File: config.mk
export PLATFORM = sky130hd
export DESIGN_NAME = fmsp_serial_port
export DESIGN_NICKNAME = d
export VERILOG_FILES = /design/src/hdl/fmsp_pkg.sv /design/src/hdl/fmsp_serial_port.sv
export SDC_FILE = /design/constraint.sdc
export NUM_CORES = 1
export LEC_CHECK = 0
export BUFFER_PORTS_ARGS = -buffer_cell sky130_fd_sc_hd__buf_2
export CAP_MARGIN = 20
export CORE_MARGIN = 1.5
export CORE_UTILIZATION = 36
export CTS_CLUSTER_DIAMETER = 150
export DETAILED_ROUTE_END_ITERATION = 7
export PLACE_DENSITY_LB_ADDON = 0.15
export SETUP_SLACK_MARGIN = 0.02
export SLEW_MARGIN = 20
export SYNTH_ARGS = -nofsm -noshare
export SYNTH_HDL_FRONTEND = slang
export SYNTH_SLANG_ARGS = --single-unit
File: constraint.sdc
create_clock -name CLK_SYS_I -period 3.06 [get_ports CLK_SYS_I]
set_clock_uncertainty 0.1 [all_clocks]
set_input_delay 0 -clock CLK_SYS_I [delete_from_list [all_inputs] [get_ports CLK_SYS_I]]
set_output_delay 0 -clock CLK_SYS_I [all_outputs]
set_load 0.01 [all_outputs]
File: src/hdl/fmsp_pkg.sv
`default_nettype none
// ==========================================================================
// shared constants of the four mode serial port
// ==========================================================================
package fmsp_pkg;
   // register bus geometry
   localparam int ADDR_W = 2;
   localparam int DATA_W = 8;
   // register offsets
   localparam logic [1:0] ADDR_DATA = 2'h0;   // serial_data_buffer
   localparam logic [1:0] ADDR_CTRL = 2'h1;   // serial_control_reg
   localparam logic [1:0] ADDR_PWR  = 2'h2;   // power_control_reg
   // serial_control_reg fields
   localparam int CTRL_MSL = 7;               // mode_select_low
   localparam int CTRL_MSH = 6;               // mode_select_high
   localparam int CTRL_MPE = 5;               // multiproc_enable_bit
   localparam int CTRL_REN = 4;               // receive enable
   localparam int CTRL_TB8 = 3;               // transmit_ninth_bit
   localparam int CTRL_RB8 = 2;               // received_ninth_bit
   localparam int CTRL_TI  = 1;               // transmit_done_flag
   localparam int CTRL_RI  = 0;               // receive_done_flag
   // power_control_reg fields
   localparam int PWR_BD = 7;                 // baud_double_bit
   // reset values
   localparam logic [7:0] CTRL_RST = 8'h00;
   localparam logic [7:0] PWR_RST  = 8'h00;
   // mode codes, {mode_select_high, mode_select_low}
   localparam logic [1:0] MODE_SYNC = 2'h0;
   localparam logic [1:0] MODE_T10  = 2'h1;
   localparam logic [1:0] MODE_O11  = 2'h2;
   localparam logic [1:0] MODE_T11  = 2'h3;
   // synchronous shift timing, in oscillator clocks
   localparam logic [3:0] M0_SLOW_LEAD = 4'h3;
   localparam logic [3:0] M0_SLOW_LOW  = 4'h6;
   localparam logic [3:0] M0_SLOW_PER  = 4'hc;
   localparam logic [3:0] M0_FAST_LEAD = 4'h1;
   localparam logic [3:0] M0_FAST_LOW  = 4'h2;
   localparam logic [3:0] M0_FAST_PER  = 4'h4;
   localparam logic [3:0] M0_LAST_BIT  = 4'h7;
   // oscillator prescale to the 16x tick: 2 or 4 clocks
   localparam logic [1:0] OSC_DIV_FAST = 2'h1;
   localparam logic [1:0] OSC_DIV_SLOW = 2'h3;
   // divide-by-16 counter states
   localparam logic [3:0] DIV16_LAST = 4'hf;
   localparam logic [3:0] SMP_FIRST  = 4'h7;  // 8th state
   localparam logic [3:0] SMP_LAST   = 4'h9;  // 10th state
   // frame lengths in bits
   localparam logic [3:0] FRAME_LEN10 = 4'ha;
   localparam logic [3:0] FRAME_LEN11 = 4'hb;
   localparam logic [3:0] RX_NINTH    = 4'h9;
   // state machines
   typedef enum logic [2:0] {
      M0_IDLE = 3'b001,
      M0_TX   = 3'b010,
      M0_RX   = 3'b100
   } fmsp_m0_e;
   typedef enum logic [1:0] {
      RX_IDLE = 2'b01,
      RX_BUSY = 2'b10
   } fmsp_rx_e;
endpackage
`default_nettype wire

File: src/hdl/fmsp_serial_port.sv
// Decided for this implementation: the register addresses and the strobed register port.
`default_nettype none
module fmsp_serial_port (
   // clock and reset
   input  wire logic                          CLK_SYS_I,
   input  wire logic                          SRST_I,
   // register port
   input  wire logic [fmsp_pkg::ADDR_W-1:0]   REG_ADDR_I,
   input  wire logic [fmsp_pkg::DATA_W-1:0]   REG_WDATA_I,
   input  wire logic                          REG_WR_I,
   input  wire logic                          REG_RD_I,
   output logic      [fmsp_pkg::DATA_W-1:0]   REG_RDATA_O,
   // timer overflow pulse, same clock
   input  wire logic                          TMR_OVF_I,
   // serial pins
   input  wire logic                          RXD_I,
   output logic                               RXD_O,
   output logic                               RXD_OE_O,
   output logic                               TXD_O
);

   // =======================================================================
   // helpers
   // =======================================================================
   // two of three vote
   function automatic logic maj3(input logic a, input logic b, input logic c);
      maj3 = (a & b) | (a & c) | (b & c);
   endfunction

   // =======================================================================
   // declarations
   // =======================================================================
   logic [7:0]          ctrl_q, ctrl_d;
   logic [7:0]          pwr_q;
   logic [7:0]          rbuf_q, rbuf_d;
   logic [7:0]          rdata_q;
   logic                rxd_m_q, rxd_s_q;
   logic [1:0]          pre_q;
   logic [3:0]          tx16_q, rx16_q;
   fmsp_pkg::fmsp_m0_e  m0_q;
   logic [3:0]          ph_q, m0_bits_q;
   logic                sclk_q, m0_dout_q;
   logic [10:0]         tx_sh_q;
   logic [3:0]          tx_cnt_q;
   logic                tx_busy_q, txd_q;
   fmsp_pkg::fmsp_rx_e  rx_q;
   logic [7:0]          rx_sh_q;
   logic [3:0]          rx_bit_q;
   logic [1:0]          smp_q;
   logic                rx_prev_q, rx_n9_q;

   // =======================================================================
   // register decode
   // =======================================================================
   wire logic [1:0] mode   = {ctrl_q[fmsp_pkg::CTRL_MSH], ctrl_q[fmsp_pkg::CTRL_MSL]};
   wire logic       mpe    = ctrl_q[fmsp_pkg::CTRL_MPE];
   wire logic       ren    = ctrl_q[fmsp_pkg::CTRL_REN];
   wire logic       ri     = ctrl_q[fmsp_pkg::CTRL_RI];
   wire logic       bd     = pwr_q[fmsp_pkg::PWR_BD];
   wire logic       wr_dat = REG_WR_I & (REG_ADDR_I == fmsp_pkg::ADDR_DATA);
   wire logic       wr_ctl = REG_WR_I & (REG_ADDR_I == fmsp_pkg::ADDR_CTRL);
   wire logic       wr_pwr = REG_WR_I & (REG_ADDR_I == fmsp_pkg::ADDR_PWR);
   wire logic       is_m0  = (mode == fmsp_pkg::MODE_SYNC);
   wire logic       has_n9 = mode[1];
   wire logic [3:0] flen   = has_n9 ? fmsp_pkg::FRAME_LEN11 : fmsp_pkg::FRAME_LEN10;

   // =======================================================================
   // register read, data valid only in the cycle after the strobe
   // =======================================================================
   // reads of the data address see the receive buffer
   wire logic [7:0] rd_mux =
      (REG_ADDR_I == fmsp_pkg::ADDR_DATA) ? rbuf_q :
      (REG_ADDR_I == fmsp_pkg::ADDR_CTRL) ? ctrl_q :
      (REG_ADDR_I == fmsp_pkg::ADDR_PWR)  ? {bd, 7'h00} : 8'h00;

   always_ff @(posedge CLK_SYS_I) begin
      if (SRST_I) begin
         rdata_q <= 8'h00;
      end else begin
         rdata_q <= REG_RD_I ? rd_mux : 8'h00;
      end
   end
   assign REG_RDATA_O = rdata_q;

   // =======================================================================
   // input synchroniser
   // =======================================================================
   // rxd passes two flops before use
   always_ff @(posedge CLK_SYS_I) begin
      if (SRST_I) begin
         rxd_m_q <= 1'b1;
         rxd_s_q <= 1'b1;
      end else begin
         rxd_m_q <= RXD_I;
         rxd_s_q <= rxd_m_q;
      end
   end

   // =======================================================================
   // 16x baud tick
   // =======================================================================
   wire logic [1:0] osc_lim = bd ? fmsp_pkg::OSC_DIV_FAST : fmsp_pkg::OSC_DIV_SLOW;
   // oscillator tick every 2 or 4 clocks -> 32 or 64 per bit
   wire logic osc_tick = (mode == fmsp_pkg::MODE_O11) & (pre_q == osc_lim);
   wire logic tmr_tick = mode[0] ? (TMR_OVF_I & (bd | pre_q[0])) : 1'b0;
   wire logic tick16   = osc_tick | tmr_tick;

   // prescaler for both clock sources
   always_ff @(posedge CLK_SYS_I) begin
      if (SRST_I) begin
         pre_q <= 2'h0;
      end else if (mode == fmsp_pkg::MODE_O11) begin
         pre_q <= osc_tick ? 2'h0 : pre_q + 2'h1;
      end else if (TMR_OVF_I) begin
         pre_q <= {1'b0, ~pre_q[0]};
      end
   end

   // =======================================================================
   // synchronous shift mode
   // =======================================================================
   // period 12 or 4 clocks
   wire logic [3:0] m0_lead = mpe ? fmsp_pkg::M0_FAST_LEAD : fmsp_pkg::M0_SLOW_LEAD;
   wire logic [3:0] m0_low  = mpe ? fmsp_pkg::M0_FAST_LOW  : fmsp_pkg::M0_SLOW_LOW;
   wire logic [3:0] m0_per  = mpe ? fmsp_pkg::M0_FAST_PER  : fmsp_pkg::M0_SLOW_PER;
   wire logic [3:0] m0_rise = m0_lead + m0_low;
   wire logic       m0_act  = (m0_q != fmsp_pkg::M0_IDLE);
   wire logic       ph_end  = (ph_q == m0_per - 4'h1);
   wire logic       m0_last = m0_act & ph_end & (m0_bits_q == fmsp_pkg::M0_LAST_BIT);
   // reception starts when enabled and receive done clear
   wire logic       m0_rx_go = is_m0 & ren & ~ri & ~wr_dat & (m0_q == fmsp_pkg::M0_IDLE);
   wire logic [3:0] ph_d    = (~m0_act | ph_end) ? 4'h0 : ph_q + 4'h1;
   wire logic       m0_run  = m0_act | m0_rx_go | (is_m0 & wr_dat);
   // clock low from lead for low clocks
   wire logic       m0_lowin = m0_run & ~(m0_act & ph_end & m0_last) &
                               (ph_d >= m0_lead) & (ph_d < m0_rise);
   // latch at the rising shift clock edge
   wire logic       m0_latch = (m0_q == fmsp_pkg::M0_RX) & (ph_q == m0_rise);

   always_ff @(posedge CLK_SYS_I) begin
      if (SRST_I) begin
         m0_q      <= fmsp_pkg::M0_IDLE;
         ph_q      <= 4'h0;
         m0_bits_q <= 4'h0;
         sclk_q    <= 1'b1;
      end else begin
         ph_q   <= ph_d;
         sclk_q <= ~m0_lowin;
         case (m0_q)
            fmsp_pkg::M0_IDLE: begin
               m0_bits_q <= 4'h0;
               // a data write starts a sync transmission
               if (is_m0 & wr_dat) begin
                  m0_q <= fmsp_pkg::M0_TX;
               end else if (m0_rx_go) begin
                  m0_q <= fmsp_pkg::M0_RX;
               end
            end
            fmsp_pkg::M0_TX, fmsp_pkg::M0_RX: begin
               if (is_m0 & wr_dat) begin
                  m0_q      <= fmsp_pkg::M0_TX;
                  m0_bits_q <= 4'h0;
               end else if (m0_last) begin
                  m0_q <= fmsp_pkg::M0_IDLE;
               end else if (ph_end) begin
                  m0_bits_q <= m0_bits_q + 4'h1;
               end
            end
            default: begin
               m0_q <= fmsp_pkg::M0_IDLE;
            end
         endcase
      end
   end

   // =======================================================================
   // transmitter
   // =======================================================================
   wire logic tx_roll = tick16 & (tx16_q == fmsp_pkg::DIV16_LAST);
   // stop bit driven at the final rollover
   wire logic tx_done = ~is_m0 & tx_busy_q & tx_roll & (tx_cnt_q == flen - 4'h1);
   // ninth bit from the control register in modes 2 and 3
   wire logic n9_bit  = has_n9 ? ctrl_q[fmsp_pkg::CTRL_TB8] : 1'b1;

   always_ff @(posedge CLK_SYS_I) begin
      if (SRST_I) begin
         tx16_q    <= 4'h0;
         tx_sh_q   <= '1;
         tx_cnt_q  <= 4'h0;
         tx_busy_q <= 1'b0;
         txd_q     <= 1'b1;
         m0_dout_q <= 1'b1;
      end else begin
         if (tick16) begin
            tx16_q <= tx16_q + 4'h1;
         end
         if (wr_dat) begin
            // a data write loads the transmit register
            tx_sh_q   <= {1'b1, n9_bit, REG_WDATA_I, 1'b0};
            tx_cnt_q  <= 4'h0;
            tx_busy_q <= ~is_m0;
            m0_dout_q <= REG_WDATA_I[0];
         end else if (is_m0) begin
            // lsb first, next bit after the rising edge
            if ((m0_q == fmsp_pkg::M0_TX) & ph_end) begin
               tx_sh_q   <= {1'b1, tx_sh_q[10:1]};
               m0_dout_q <= tx_sh_q[2];
            end
         end else if (tx_busy_q & tx_roll) begin
            txd_q     <= tx_sh_q[0];
            tx_sh_q   <= {1'b1, tx_sh_q[10:1]};
            tx_cnt_q  <= tx_cnt_q + 4'h1;
            tx_busy_q <= ~tx_done;
         end
      end
   end

   // =======================================================================
   // asynchronous receiver
   // =======================================================================
   // falling edge seen at the 16x rate
   wire logic rx_edge  = ~is_m0 & ren & tick16 & rx_prev_q & ~rxd_s_q &
                         (rx_q == fmsp_pkg::RX_IDLE);
   // vote when the 10th state is sampled
   wire logic rx_dec   = (rx_q == fmsp_pkg::RX_BUSY) & tick16 &
                         (rx16_q == fmsp_pkg::SMP_LAST);
   wire logic rx_val   = maj3(smp_q[1], smp_q[0], rxd_s_q);
   wire logic rx_end   = rx_dec & (rx_bit_q == flen - 4'h1);
   // stop or ninth bit goes to the ninth flag
   wire logic rb8_val  = has_n9 ? rx_n9_q : rx_val;
   // load only if done clear and multiproc check passes
   wire logic rx_load  = rx_end & ~ri & (~mpe | rb8_val);
   wire logic m0_load  = m0_last & (m0_q == fmsp_pkg::M0_RX) & ~wr_dat;

   always_ff @(posedge CLK_SYS_I) begin
      if (SRST_I) begin
         rx_q      <= fmsp_pkg::RX_IDLE;
         rx16_q    <= 4'h0;
         rx_bit_q  <= 4'h0;
         smp_q     <= 2'h3;
         rx_prev_q <= 1'b1;
         rx_n9_q   <= 1'b0;
         rx_sh_q   <= 8'h00;
      end else begin
         if (tick16) begin
            rx_prev_q <= rxd_s_q;
         end
         if (m0_latch) begin
            rx_sh_q <= {rxd_s_q, rx_sh_q[7:1]};
         end
         case (rx_q)
            fmsp_pkg::RX_IDLE: begin
               rx_bit_q <= 4'h0;
               if (rx_edge) begin
                  rx_q   <= fmsp_pkg::RX_BUSY;
                  rx16_q <= 4'h0;
               end
            end
            fmsp_pkg::RX_BUSY: begin
               if (tick16) begin
                  rx16_q <= rx16_q + 4'h1;
               end
               if (tick16 & (rx16_q >= fmsp_pkg::SMP_FIRST)) begin
                  smp_q <= {smp_q[0], rxd_s_q};
               end
               if (is_m0 | ~ren) begin
                  rx_q <= fmsp_pkg::RX_IDLE;
               end else if (rx_dec) begin
                  rx_bit_q <= rx_bit_q + 4'h1;
                  if ((rx_bit_q != 4'h0) & (rx_bit_q < fmsp_pkg::RX_NINTH)) begin
                     rx_sh_q <= {rx_val, rx_sh_q[7:1]};
                  end
                  if (rx_bit_q == fmsp_pkg::RX_NINTH) begin
                     rx_n9_q <= rx_val;
                  end
                  // back to edge search after the stop middle
                  if (((rx_bit_q == 4'h0) & rx_val) | rx_end) begin
                     rx_q <= fmsp_pkg::RX_IDLE;
                  end
               end
            end
            default: begin
               rx_q <= fmsp_pkg::RX_IDLE;
            end
         endcase
      end
   end

   // =======================================================================
   // receive buffer and control registers
   // =======================================================================
   // receive buffer takes the frame data
   always_comb begin
      rbuf_d = rbuf_q;
      if (rx_load) begin
         rbuf_d = rx_sh_q;
      end else if (m0_load) begin
         rbuf_d = rx_sh_q;
      end
   end

   // software fields, then hardware sets win over clears
   always_comb begin
      ctrl_d = ctrl_q;
      if (wr_ctl) begin
         ctrl_d[7:2] = REG_WDATA_I[7:2];
         // done flags only clear on a control write
         ctrl_d[fmsp_pkg::CTRL_TI] = ctrl_q[fmsp_pkg::CTRL_TI] & REG_WDATA_I[fmsp_pkg::CTRL_TI];
         ctrl_d[fmsp_pkg::CTRL_RI] = ctrl_q[fmsp_pkg::CTRL_RI] & REG_WDATA_I[fmsp_pkg::CTRL_RI];
      end
      if (tx_done | (m0_last & (m0_q == fmsp_pkg::M0_TX) & ~wr_dat)) begin
         ctrl_d[fmsp_pkg::CTRL_TI] = 1'b1;
      end
      if (m0_load | rx_load) begin
         ctrl_d[fmsp_pkg::CTRL_RI] = 1'b1;
      end
      if (rx_load) begin
         ctrl_d[fmsp_pkg::CTRL_RB8] = rb8_val;
      end
   end

   always_ff @(posedge CLK_SYS_I) begin
      if (SRST_I) begin
         ctrl_q <= fmsp_pkg::CTRL_RST;
         pwr_q  <= fmsp_pkg::PWR_RST;
         rbuf_q <= 8'h00;
      end else begin
         ctrl_q <= ctrl_d;
         rbuf_q <= rbuf_d;
         if (wr_pwr) begin
            pwr_q <= REG_WDATA_I & 8'h80;
         end
      end
   end

   // =======================================================================
   // pins
   // =======================================================================
   // sync: clock on txd, data on rxd only while sending
   assign TXD_O    = is_m0 ? sclk_q : txd_q;
   assign RXD_O    = m0_dout_q;
   assign RXD_OE_O = is_m0 & (m0_q == fmsp_pkg::M0_TX);

endmodule // fmsp_serial_port
`default_nettype wire

==> impl_metrics.yaml, run 1 <==
run_status:
  status: "completed"
cts:
  ctsHoldBuffers: 14
  clk_pin_slew_ns: 0.07
  cts.path.max_buffers: 2
  cts.sinks: 84
  cts.repair.resized: 0
  cts_buffers: 9
  insertion_delay_ns: 0.35
  post-cts-setup-buffers: 0
  h-tree-depth: 3
  clockRootBuffer: "clkbuf_16"
  cts_tree: "built"
timing:
  post-route-min-period_ns: 2.39
  timing.final.crit_share_pct: 78.0
  setup_viol: 0
  rsz0062_at_grt: "no"
  fin_ws_ns: 0.674
  fin_tns_setup_ns: 0
  finalHoldViolCount: 0
  max_slew_margin_pct: 48.9
  fin_hold_ws_ns: 0.0638
  drv_slew: 0
  worst_slew_pin_slew_ns: 0.765
  fmax_mhz: 419
setup_path:
  critical_path.startpoint: "ctrl_q[7]$_SDFFE_PP0P_"
  end_kind: "flop"
  path_class: "flop to flop"
  required_ns: 3.24
  crit_family: "simple AND/OR/NAND/NOR gates"
  cp_cell_sequence: "and4bb_2 > o21ai_2 > nand2_1 > a32oi_1 > buf_4 > mux2i_1"
  r2r_start: "ctrl_q[7]$_SDFFE_PP0P_"
  cp_max_fo: 10
  start_kind: "flop"
  slowest_stage: "dfxtp_1"
  crit_buf_inv: 1
  worstPathArrival_ns: 2.57
  max_stage_delay_ns: 0.53
power_and_ir_drop:
  sw_frac_of_total_pct: 26.0
  power_density_nw_per_um2: 473
  p_int_mw: 1.75
  power.share.clock_pct: 46.3
  switching_power_mw: 0.614
  power_frac_seq_pct: 47.4
  power_frac_comb_pct: 6.3
  power_mw: 2.36
  p_leak_nw: 2.14
  ir_worst_vdd_mv: 0.409
layout:
  fin_nets: 559
  n_antenna_cell: 0
  post-route-util_pct: 43.5
  syn2layout_area_growth_pct: 17.2
  drive_gt1_share_pct: 13.9
  fillers: 1135
placement:
  io_buffers: 26
  dp_slack_ns: 0.708
  hpwl_um: 7190
  globalplace.congestion: 0.775
synthesis:
  synth_edf_count: 0
  synth_area_um2: 4260
  synth_top_area_cell: "dfxtp_1"
  ys_seq_area_share_pct: 39.5
  syn_inst: 487
  synth_flop_cell: "dfxtp_1"
  async_flop_share_pct: 0
  yosysMostFrequentCell: "dfxtp_1"
  netlist.area_leader.share_pct: 39.5
  ys_warn_count: 0
  ys_ff_latch: 84
  syn_area_per_cell_um2: 8.75
  synth_fp_nets: 519
  synth_top_cells_by_area: "dfxtp_1, mux2i_1, nand2_1, ha_1, nor2_1"
  synth_common_cells: "dfxtp_1, nand2_1, nor2_1, mux2i_1, a21oi_1"
  ys_types: 60
floorplanning:
  pin_count: 27
  die_area_um2: 12500
  dieWidth_um: 112
  rows: 39
  fp.coreArea_um2: 11500
  start_util_pct: 37.1
  die_h_um: 112
detailed_routing:
  routedLengthMet1_um: 4970
  drcViolationCount: 0
  routed_wirelength_um: 10200
  wl_per_cell_um: 15.1
  dr_wl_met2_um: 4700
  vias: 3548
  dr_wl_met3_um: 414
  ant_nets: 0
  drtPass1Iterations: 5
  vias_per_cell: 5.26
  dr.max_layer_used: "met4"
  drt_iter0_markers: 205
global_route:
  antenna_found_initial: 0
  grt_overflow_total: 0
  grt_usage_pct: 17.2
  grt_pass1_vias: 3463
  grt_start_max_net_pins: 56
  grt_pass1_wl_um: 17100
hold_path:
  min_from: "REG_ADDR_I[1]"
  hold_path.class: "input pin to flop"
run:
  maxCapViolCount: 0
through the flow:
stage / cell area (µm²) / std cells
final: 4990 / 675
after global placement: 4550 / 645
after floorplan: 4260 / 487
after detailed placement: 4550 / 645
after global routing: 4990 / 675
after CTS: 4990 / 675
power groups by stage:
stage	clock [mW]	sequential, mW	combinational [mW]
floorplan	0	1.14	0.0924
global placement	0	1.14	0.135
detailed placement	0	1.14	0.136
CTS	1.13	1.12	0.149
global route	1.17	1.12	0.165
finish	1.09	1.12	0.149
worst min-delay path, stage by stage:
cell and delay [ns]:
buf_2 0.14, o21ai_0 0.14, and3_1 0.19
sequential cells by signal, indices dropped and copies added (netlist names), 2 cells and up:
signal and flops:
REG_RDATA_O 8, ctrl_q 8, m0_bits_q 4, m0_q 3
ph_q 4, pre_q 2, rbuf_q 8, rx16_q 4
rx_bit_q 4, rx_q 2, rx_sh_q 8, smp_q 2
tx16_q 4, tx_cnt_q 4, tx_sh_q 10
placed cells by master (no fill, tap or decap), types with 4 or more instances in the layout:
cell and instances:
or2_2 5, ha_1 16, a31oi_1 6, a21oi_1 26
xnor2_1 9, clkbuf_16 9, nand4_1 4, dlygate4sd3_1 14
a211oi_1 5, and2_1 4, inv_1 19, and3b_1 4
buf_4 12, nor2b_1 8, nor3b_1 5, nand3b_1 4
o21ai_0 14, dfxtp_1 84, buf_2 26, nor3_1 9
nand3_1 13, nand2b_1 4, nand2_1 58, and3_1 11
mux2i_1 44, o21a_1 5, nor2_1 49
worst paths after layout:
check | endpoint | slack [ns] | cells past startpoint
hold / removal | REG_RDATA_O[7]$_SDFF_PP0_ | 0.06 | 3
setup reg to reg | rbuf_q[5]$_SDFFE_PP0P_ | 0.67 | 6
setup / recovery | rbuf_q[5]$_SDFFE_PP0P_ | 0.67 | 6
hold reg to reg | rxd_s_q$_SDFF_PP1_ | 0.31 | 1
per-layer routing:
metal  GRT usage (%)  vias to the layer above
met1            22.3                     1672
met2            27.9                       56
met3            4.84                       11
met4            5.32                        0
li1                -                     1809
met5               0                        -
cell families (layout without fill, tap and decap cells):
kind of cell               count (synthesis)  count (layout)  share of synthesized area (%)
and+or+nand+nor                          196             196                           23.6
muxes                                     47              47                           11.1
DFF                                       84              84                           39.5
xor gates and xnor gates                  11              11                           2.26
adders and majority gates                 17              17                           4.94
buffers and inverters                     43              88                           4.35
AOI/OAI and AO/OA                         89              89                           14.2
cell type report:
cell class | count | area (µm²) | area share, %
flip-flops and latches | 84 | 1680 | 33.7
multi-input cells | 360 | 2400 | 48.0
clock buffers | 9 | 225 | 4.51
well taps | 143 | 179 | 3.58
inverters | 20 | 75.1 | 1.50
repair buffers | 52 | 360 | 7.22
clock inverters | 7 | 73.8 | 1.48
Power figures use the tool's default switching activity.
==> run 2: changes to the inputs <==
- ABC_AREA: not set -> 1
- clock period: 3.06 -> 2.3 ns (I/O delays scaled with it)
==> run 2 against run 1 <==
Compared with the run above:
- clock-buffer cell count increased by 2
- power is 57% higher
- via count grew 3.8%
- sequential power increased by 42%
- worst setup slack worse by 0.54 ns
- die area fell by 1.7%
- final cell count grew 13%
- combinational power grew to 4.2 times the previous value
==> impl_metrics.yaml, run 2 <==
setup_path:
  critical_path.startpoint: "REG_ADDR_I[1]"
  worstPathArrival_ns: 2.35
  slowest_stage: "dlygate4sd3_1"
  crit_buf_inv: 4
  start_kind: "input pin"
  ff2ff_setup_slack_ns: 0.28
  cp_cell_sequence: "dlygate4sd3_1 > buf_2 > nor2_4 > dlygate4sd3_1 > nand2_1 > a21oi_1 > dlygate4sd3_1"
  required_ns: 2.49
  r2r_start: "ctrl_q[5]$_SDFFE_PP0P_"
  path_class: "input pin to flop"
  end_kind: "flop"
  crit_family: "buffers and inverters"
  max_stage_delay_ns: 0.71
  crit_top_cell: "dlygate4sd3_1"
  reg2regPathDepth: 12
  cp_max_fo: 7
  path_depth: 7
cts:
  cts.sinks: 84
  clk_pin_slew_ns: 0.06
  insertion_delay_ns: 0.35
  cts_buffers: 9
  cts_tree: "built"
  cts.path.max_buffers: 2
  clockRootBuffer: "clkbuf_16"
  post-cts-setup-buffers: 0
  h-tree-depth: 3
timing:
  timing.final.crit_share_pct: 94.0
  drv_slew: 0
  worst_slew_pin_slew_ns: 0.491
  max_slew_margin_pct: 67.3
  rsz0062_at_grt: "no"
  finalHoldViolCount: 0
  setup_viol: 0
  post-route-min-period_ns: 2.16
  fin_tns_setup_ns: 0
  fin_ws_ns: 0.138
  fmax_mhz: 463
synthesis:
  ys_seq_area_share_pct: 40.2
  synth_top_area_cell: "dfxtp_1"
  netlist.area_leader.share_pct: 40.2
  synth_edf_count: 0
  synth_flop_cell: "dfxtp_1"
  syn_inst: 571
  ys_warn_count: 0
  yosysMostFrequentCell: "nand2_1"
  syn_area_per_cell_um2: 7.33
  synth_common_cells: "nand2_1, dfxtp_1, nor2_1, inv_1, nand3_1"
  synth_fp_nets: 603
  async_flop_share_pct: 0
  synth_area_um2: 4190
  ys_types: 41
  synth_top_cells_by_area: "dfxtp_1, nand2_1, nor2_1, nand3_1, inv_1"
  ys_ff_latch: 84
detailed_routing:
  drcViolationCount: 0
  drt_iter0_markers: 239
  routed_wirelength_um: 9840
  ant_nets: 0
  vias: 3684
  vias_per_cell: 4.83
  dr.max_layer_used: "met4"
  wl_per_cell_um: 12.9
  drtPass1Iterations: 4
  dr_wl_met3_um: 413
  dr_wl_met2_um: 4530
  routedLengthMet1_um: 4800
hold_path:
  min_path_cells: 3
  hold_path.class: "input pin to flop"
  min_from: "SRST_I"
global_route:
  antenna_found_initial: 0
  grt_start_max_net_pins: 48
  grt_pass1_vias: 3592
  grt_overflow_total: 0
  grt_pass1_wl_um: 17100
  grt_usage_pct: 17.3
floorplanning:
  fp.coreArea_um2: 11400
  die_area_um2: 12300
  rows: 39
  dieWidth_um: 111
  pin_count: 27
  start_util_pct: 36.8
  die_h_um: 111
layout:
  syn2layout_area_growth_pct: 17.2
  largest_reg_flops: 10
  drive_gt1_share_pct: 15.0
  stdcell_area_um2: 4910
  regMostFlops: "tx_sh_q"
  n_antenna_cell: 0
  final_cell_mix: "nand2_1, dfxtp_1, nor2_1"
  fin_nets: 646
  final_common_cell: "nand2_1"
power_and_ir_drop:
  p_leak_nw: 2.19
  ir_worst_vdd_mv: 0.503
  power_density_nw_per_um2: 754
  power_mw: 3.70
placement:
  io_buffers: 26
  hpwl_um: 6860
  dp_slack_ns: 0.286
  globalplace.congestion: 0.776
  placedInstanceArea_um2: 4430
run_status:
  status: "completed"
run:
  maxCapViolCount: 0
==> run 2: cell count changes in the layout (fill, tap and decap cells not counted), sizes merged, moves of 10 or more <==
cell	before	now
mux2i	44	1
nand3	13	51
and3	11	1
inv	24	65
nor2	49	77
a21oi	26	38
o21ai	16	27
nand2	58	132
==> run 2: path summary, 6_finish.rpt <==
check	end
worst max-delay path	REG_RDATA_O[0]$_SDFF_PP0_
worst min-delay path	m0_q[2]$_SDFFE_PP0P_
worst max register to register	sclk_q$_SDFF_PP1_
worst min register to register	rxd_s_q$_SDFF_PP1_
==> run 2: per-layer routing <==
metal	track usage, %	vias to the layer above
li1	-	1945
met1	22.0	1675
met2	28.4	56
met3	5.36	8
met4	4.36	0
met5	0	-
==> run 2: cells by family after synthesis <==
group / after synthesis / synth area share, %
muxes: 1 / 0.239
AOI/OAI and AO/OA: 84 / 11.4
and+or+nand+nor: 297 / 33.5
DFF: 84 / 40.2
xor gates and xnor gates: 8 / 1.67
buffers and inverters: 81 / 8.28
adders and majority gates: 16 / 4.78
==> run 2: final cells by class <==
type | count | area, µm²
clock buffers | 11 | 243
clock inverters | 5 | 60.1
fillers | 1182 | 6460
inverters | 64 | 240
multi-input cells | 406 | 2160
flip-flops and latches | 84 | 1680
well taps | 143 | 179
repair buffers | 49 | 345
==> run 2: stage by stage <==
step	hold slack, ns	cells	util [%]
CTS	0.0421	762	43.2
floorplan	0.00381	571	-
finish	0.0405	762	43.2
global placement	0.0954	729	39.0
global route	0.0603	762	43.2
detailed placement	0.0983	729	39.0
==> run 2: tightest hold or removal path: stages <==
cell and delay, ns:
buf_2 0.10, buf_4 0.22, nor2_1 0.13
==> run 2: timing repair <==
action,4_1_cts,5_1_grt
hold endpoints to repair,27,0
resized for setup,0,0
hold buffers,17,0
==> run 2: report_power, final <==
part           total, mW  switching (mW)  internal [mW]
Sequential          1.59          0.0589           1.53
Combinational      0.628           0.413          0.215
Clock               1.48           0.608          0.875
==> run 3: changes to the inputs <==
- CTS_CLUSTER_DIAMETER: 150 -> not set
- RECOVER_POWER: not set -> 50
==> run 3 against run 2 <==
Compared with the run above:
- wire length about the same
- non-clock buffer count did not move
- first-iteration DRC count decreased by 11%
- core utilization is 0.51 points lower
- worst setup slack got worse by 0.011 ns
- critical path type unchanged
- largest cell class unchanged
- highest routed layer unchanged
==> impl_metrics.yaml, run 3 (same netlist as run 2, synthesis figures left out) <==
run_status:
  status: "completed"
setup_path:
  cp_cell_sequence: "dlygate4sd3_1 > buf_2 > nor2_4 > dlygate4sd3_1 > nand2_1 > a21oi_1 > dlygate4sd3_1"
  crit_top_cell: "dlygate4sd3_1"
  crit_family: "buffers and inverters"
  required_ns: 2.49
  cp_max_fo: 7
  end_kind: "flop"
  start_kind: "input pin"
  slowest_stage: "dlygate4sd3_1"
  path_class: "input pin to flop"
  max_stage_delay_ns: 0.71
  crit_buf_inv: 4
  worstPathArrival_ns: 2.36
global_route:
  grt_pass1_wl_um: 17100
  grt_pass1_vias: 3592
  antenna_found_initial: 0
  grt_overflow_total: 0
  grt_usage_pct: 17.3
  grt_start_max_net_pins: 48
cts:
  cts_buffers: 9
  clk_pin_slew_ns: 0.06
  cts.repair.resized: 0
  clockRootBuffer: "clkbuf_16"
  cts.sinks: 84
  insertion_delay_ns: 0.35
  ctsHoldBuffers: 17
  cts_tree: "built"
  post-cts-setup-buffers: 0
  cts.path.max_buffers: 2
  h-tree-depth: 3
floorplanning:
  fp.coreArea_um2: 11400
  die_area_um2: 12300
  dieWidth_um: 111
  rows: 39
  die_h_um: 111
  pin_count: 27
  start_util_pct: 36.8
timing:
  drv_slew: 0
  timing.final.crit_share_pct: 94.5
  fmax_mhz: 460
  max_slew_margin_pct: 65.9
  rsz0062_at_grt: "no"
  fin_tns_setup_ns: 0
  post-route-min-period_ns: 2.17
  finalHoldViolCount: 0
  setup_viol: 0
  worst_slew_pin_slew_ns: 0.512
layout:
  regMostFlops: "tx_sh_q"
  final_common_cell: "nand2_1"
  n_antenna_cell: 0
  fin_nets: 646
  final_cell_mix: "nand2_1, dfxtp_1, nor2_1"
  drive_gt1_share_pct: 11.6
  finalNonFillerCells: 762
  largest_reg_flops: 10
  syn2layout_area_growth_pct: 15.8
  fillers: 1197
detailed_routing:
  drtPass1Iterations: 5
  drcViolationCount: 0
  wl_per_cell_um: 12.9
  vias: 3666
  routed_wirelength_um: 9840
  vias_per_cell: 4.81
  ant_nets: 0
  drt_iter0_markers: 212
power_and_ir_drop:
  p_leak_nw: 2.13
  power_density_nw_per_um2: 760
  power_mw: 3.68
  ir_worst_vdd_mv: 0.496
run:
  maxCapViolCount: 0
placement:
  io_buffers: 26
  globalplace.congestion: 0.776
  placed_cells: 729
  hpwl_um: 6860
hold_path:
  hold_path.class: "input pin to flop"
==> run 3: changes by cell type in the layout (fill, tap and decap cells not counted), sizes merged <==
cell / before / now
buf: 32 / 21
clkbuf: 11 / 22
==> run 3: metal layers <==
metal	global-route usage (%)	wire (µm)	vias up	share of wire (%)
li1	-	-	1941	-
met1	22.0	4910	1674	50
met2	28.4	4530	44	46
met3	5.36	328	7	3.3
met4	4.36	76	0	0.77
met5	0	0	-	0
==> run 3: through the flow <==
stage               instance area [µm²]  hold WS [ns]  setup WS (ns)  util (%)
floorplan                          4190       0.00381          0.529         -
global placement                   4430        0.0954          0.371      39.0
detailed placement                 4430        0.0983          0.286      39.0
CTS                                4910        0.0421          0.194      43.2
global route                       4850        0.0603         0.0351      42.7
finish                             4850        0.0425          0.127      42.7
==> run 3: worst register-to-register path: stages, from the launching register on <==
cell,delay [ns]
dfxtp_1,0.50
inv_1,0.17
nand2_1,0.09
nand2_1,0.10
nor2_4,0.12
inv_1,0.07
nand2_1,0.16
nor2_1,0.12
ha_1,0.29
nand2_1,0.07
nand3b_1,0.07
nand2_1,0.06
nand3_1,0.07
==> run 3: path summary, 6_finish.rpt <==
check | startpoint | end | slack [ns] | cells after the start
worst min register to register | rxd_m_q$_SDFF_PP1_ | rxd_s_q$_SDFF_PP1_ | 0.31 | 1
worst max-delay path | REG_ADDR_I[1] | REG_RDATA_O[0]$_SDFF_PP0_ | 0.13 | 7
worst max register to register | ctrl_q[5]$_SDFFE_PP0P_ | sclk_q$_SDFF_PP1_ | 0.20 | 12
worst min-delay path | SRST_I | m0_q[2]$_SDFFE_PP0P_ | 0.04 | 3
==> run 3: cell type report <==
type | count | area, µm² | area share [%]
Multi-Input combinational cell | 406 | 2120 | 43.7
Sequential cell | 84 | 1680 | 34.7
Timing Repair Buffer | 49 | 329 | 6.79
Clock buffer | 11 | 243 | 5.01
Inverter | 64 | 240 | 4.95
Tap cell | 143 | 179 | 3.69
Clock inverter | 5 | 60.1 | 1.24
==> run 3: power by group <==
part	leakage (nW)	internal, mW	switching (mW)
Clock	0.146	0.875	0.600
Combinational	1.30	0.213	0.410
Sequential	0.681	1.53	0.0586
Total	2.13	2.62	1.07
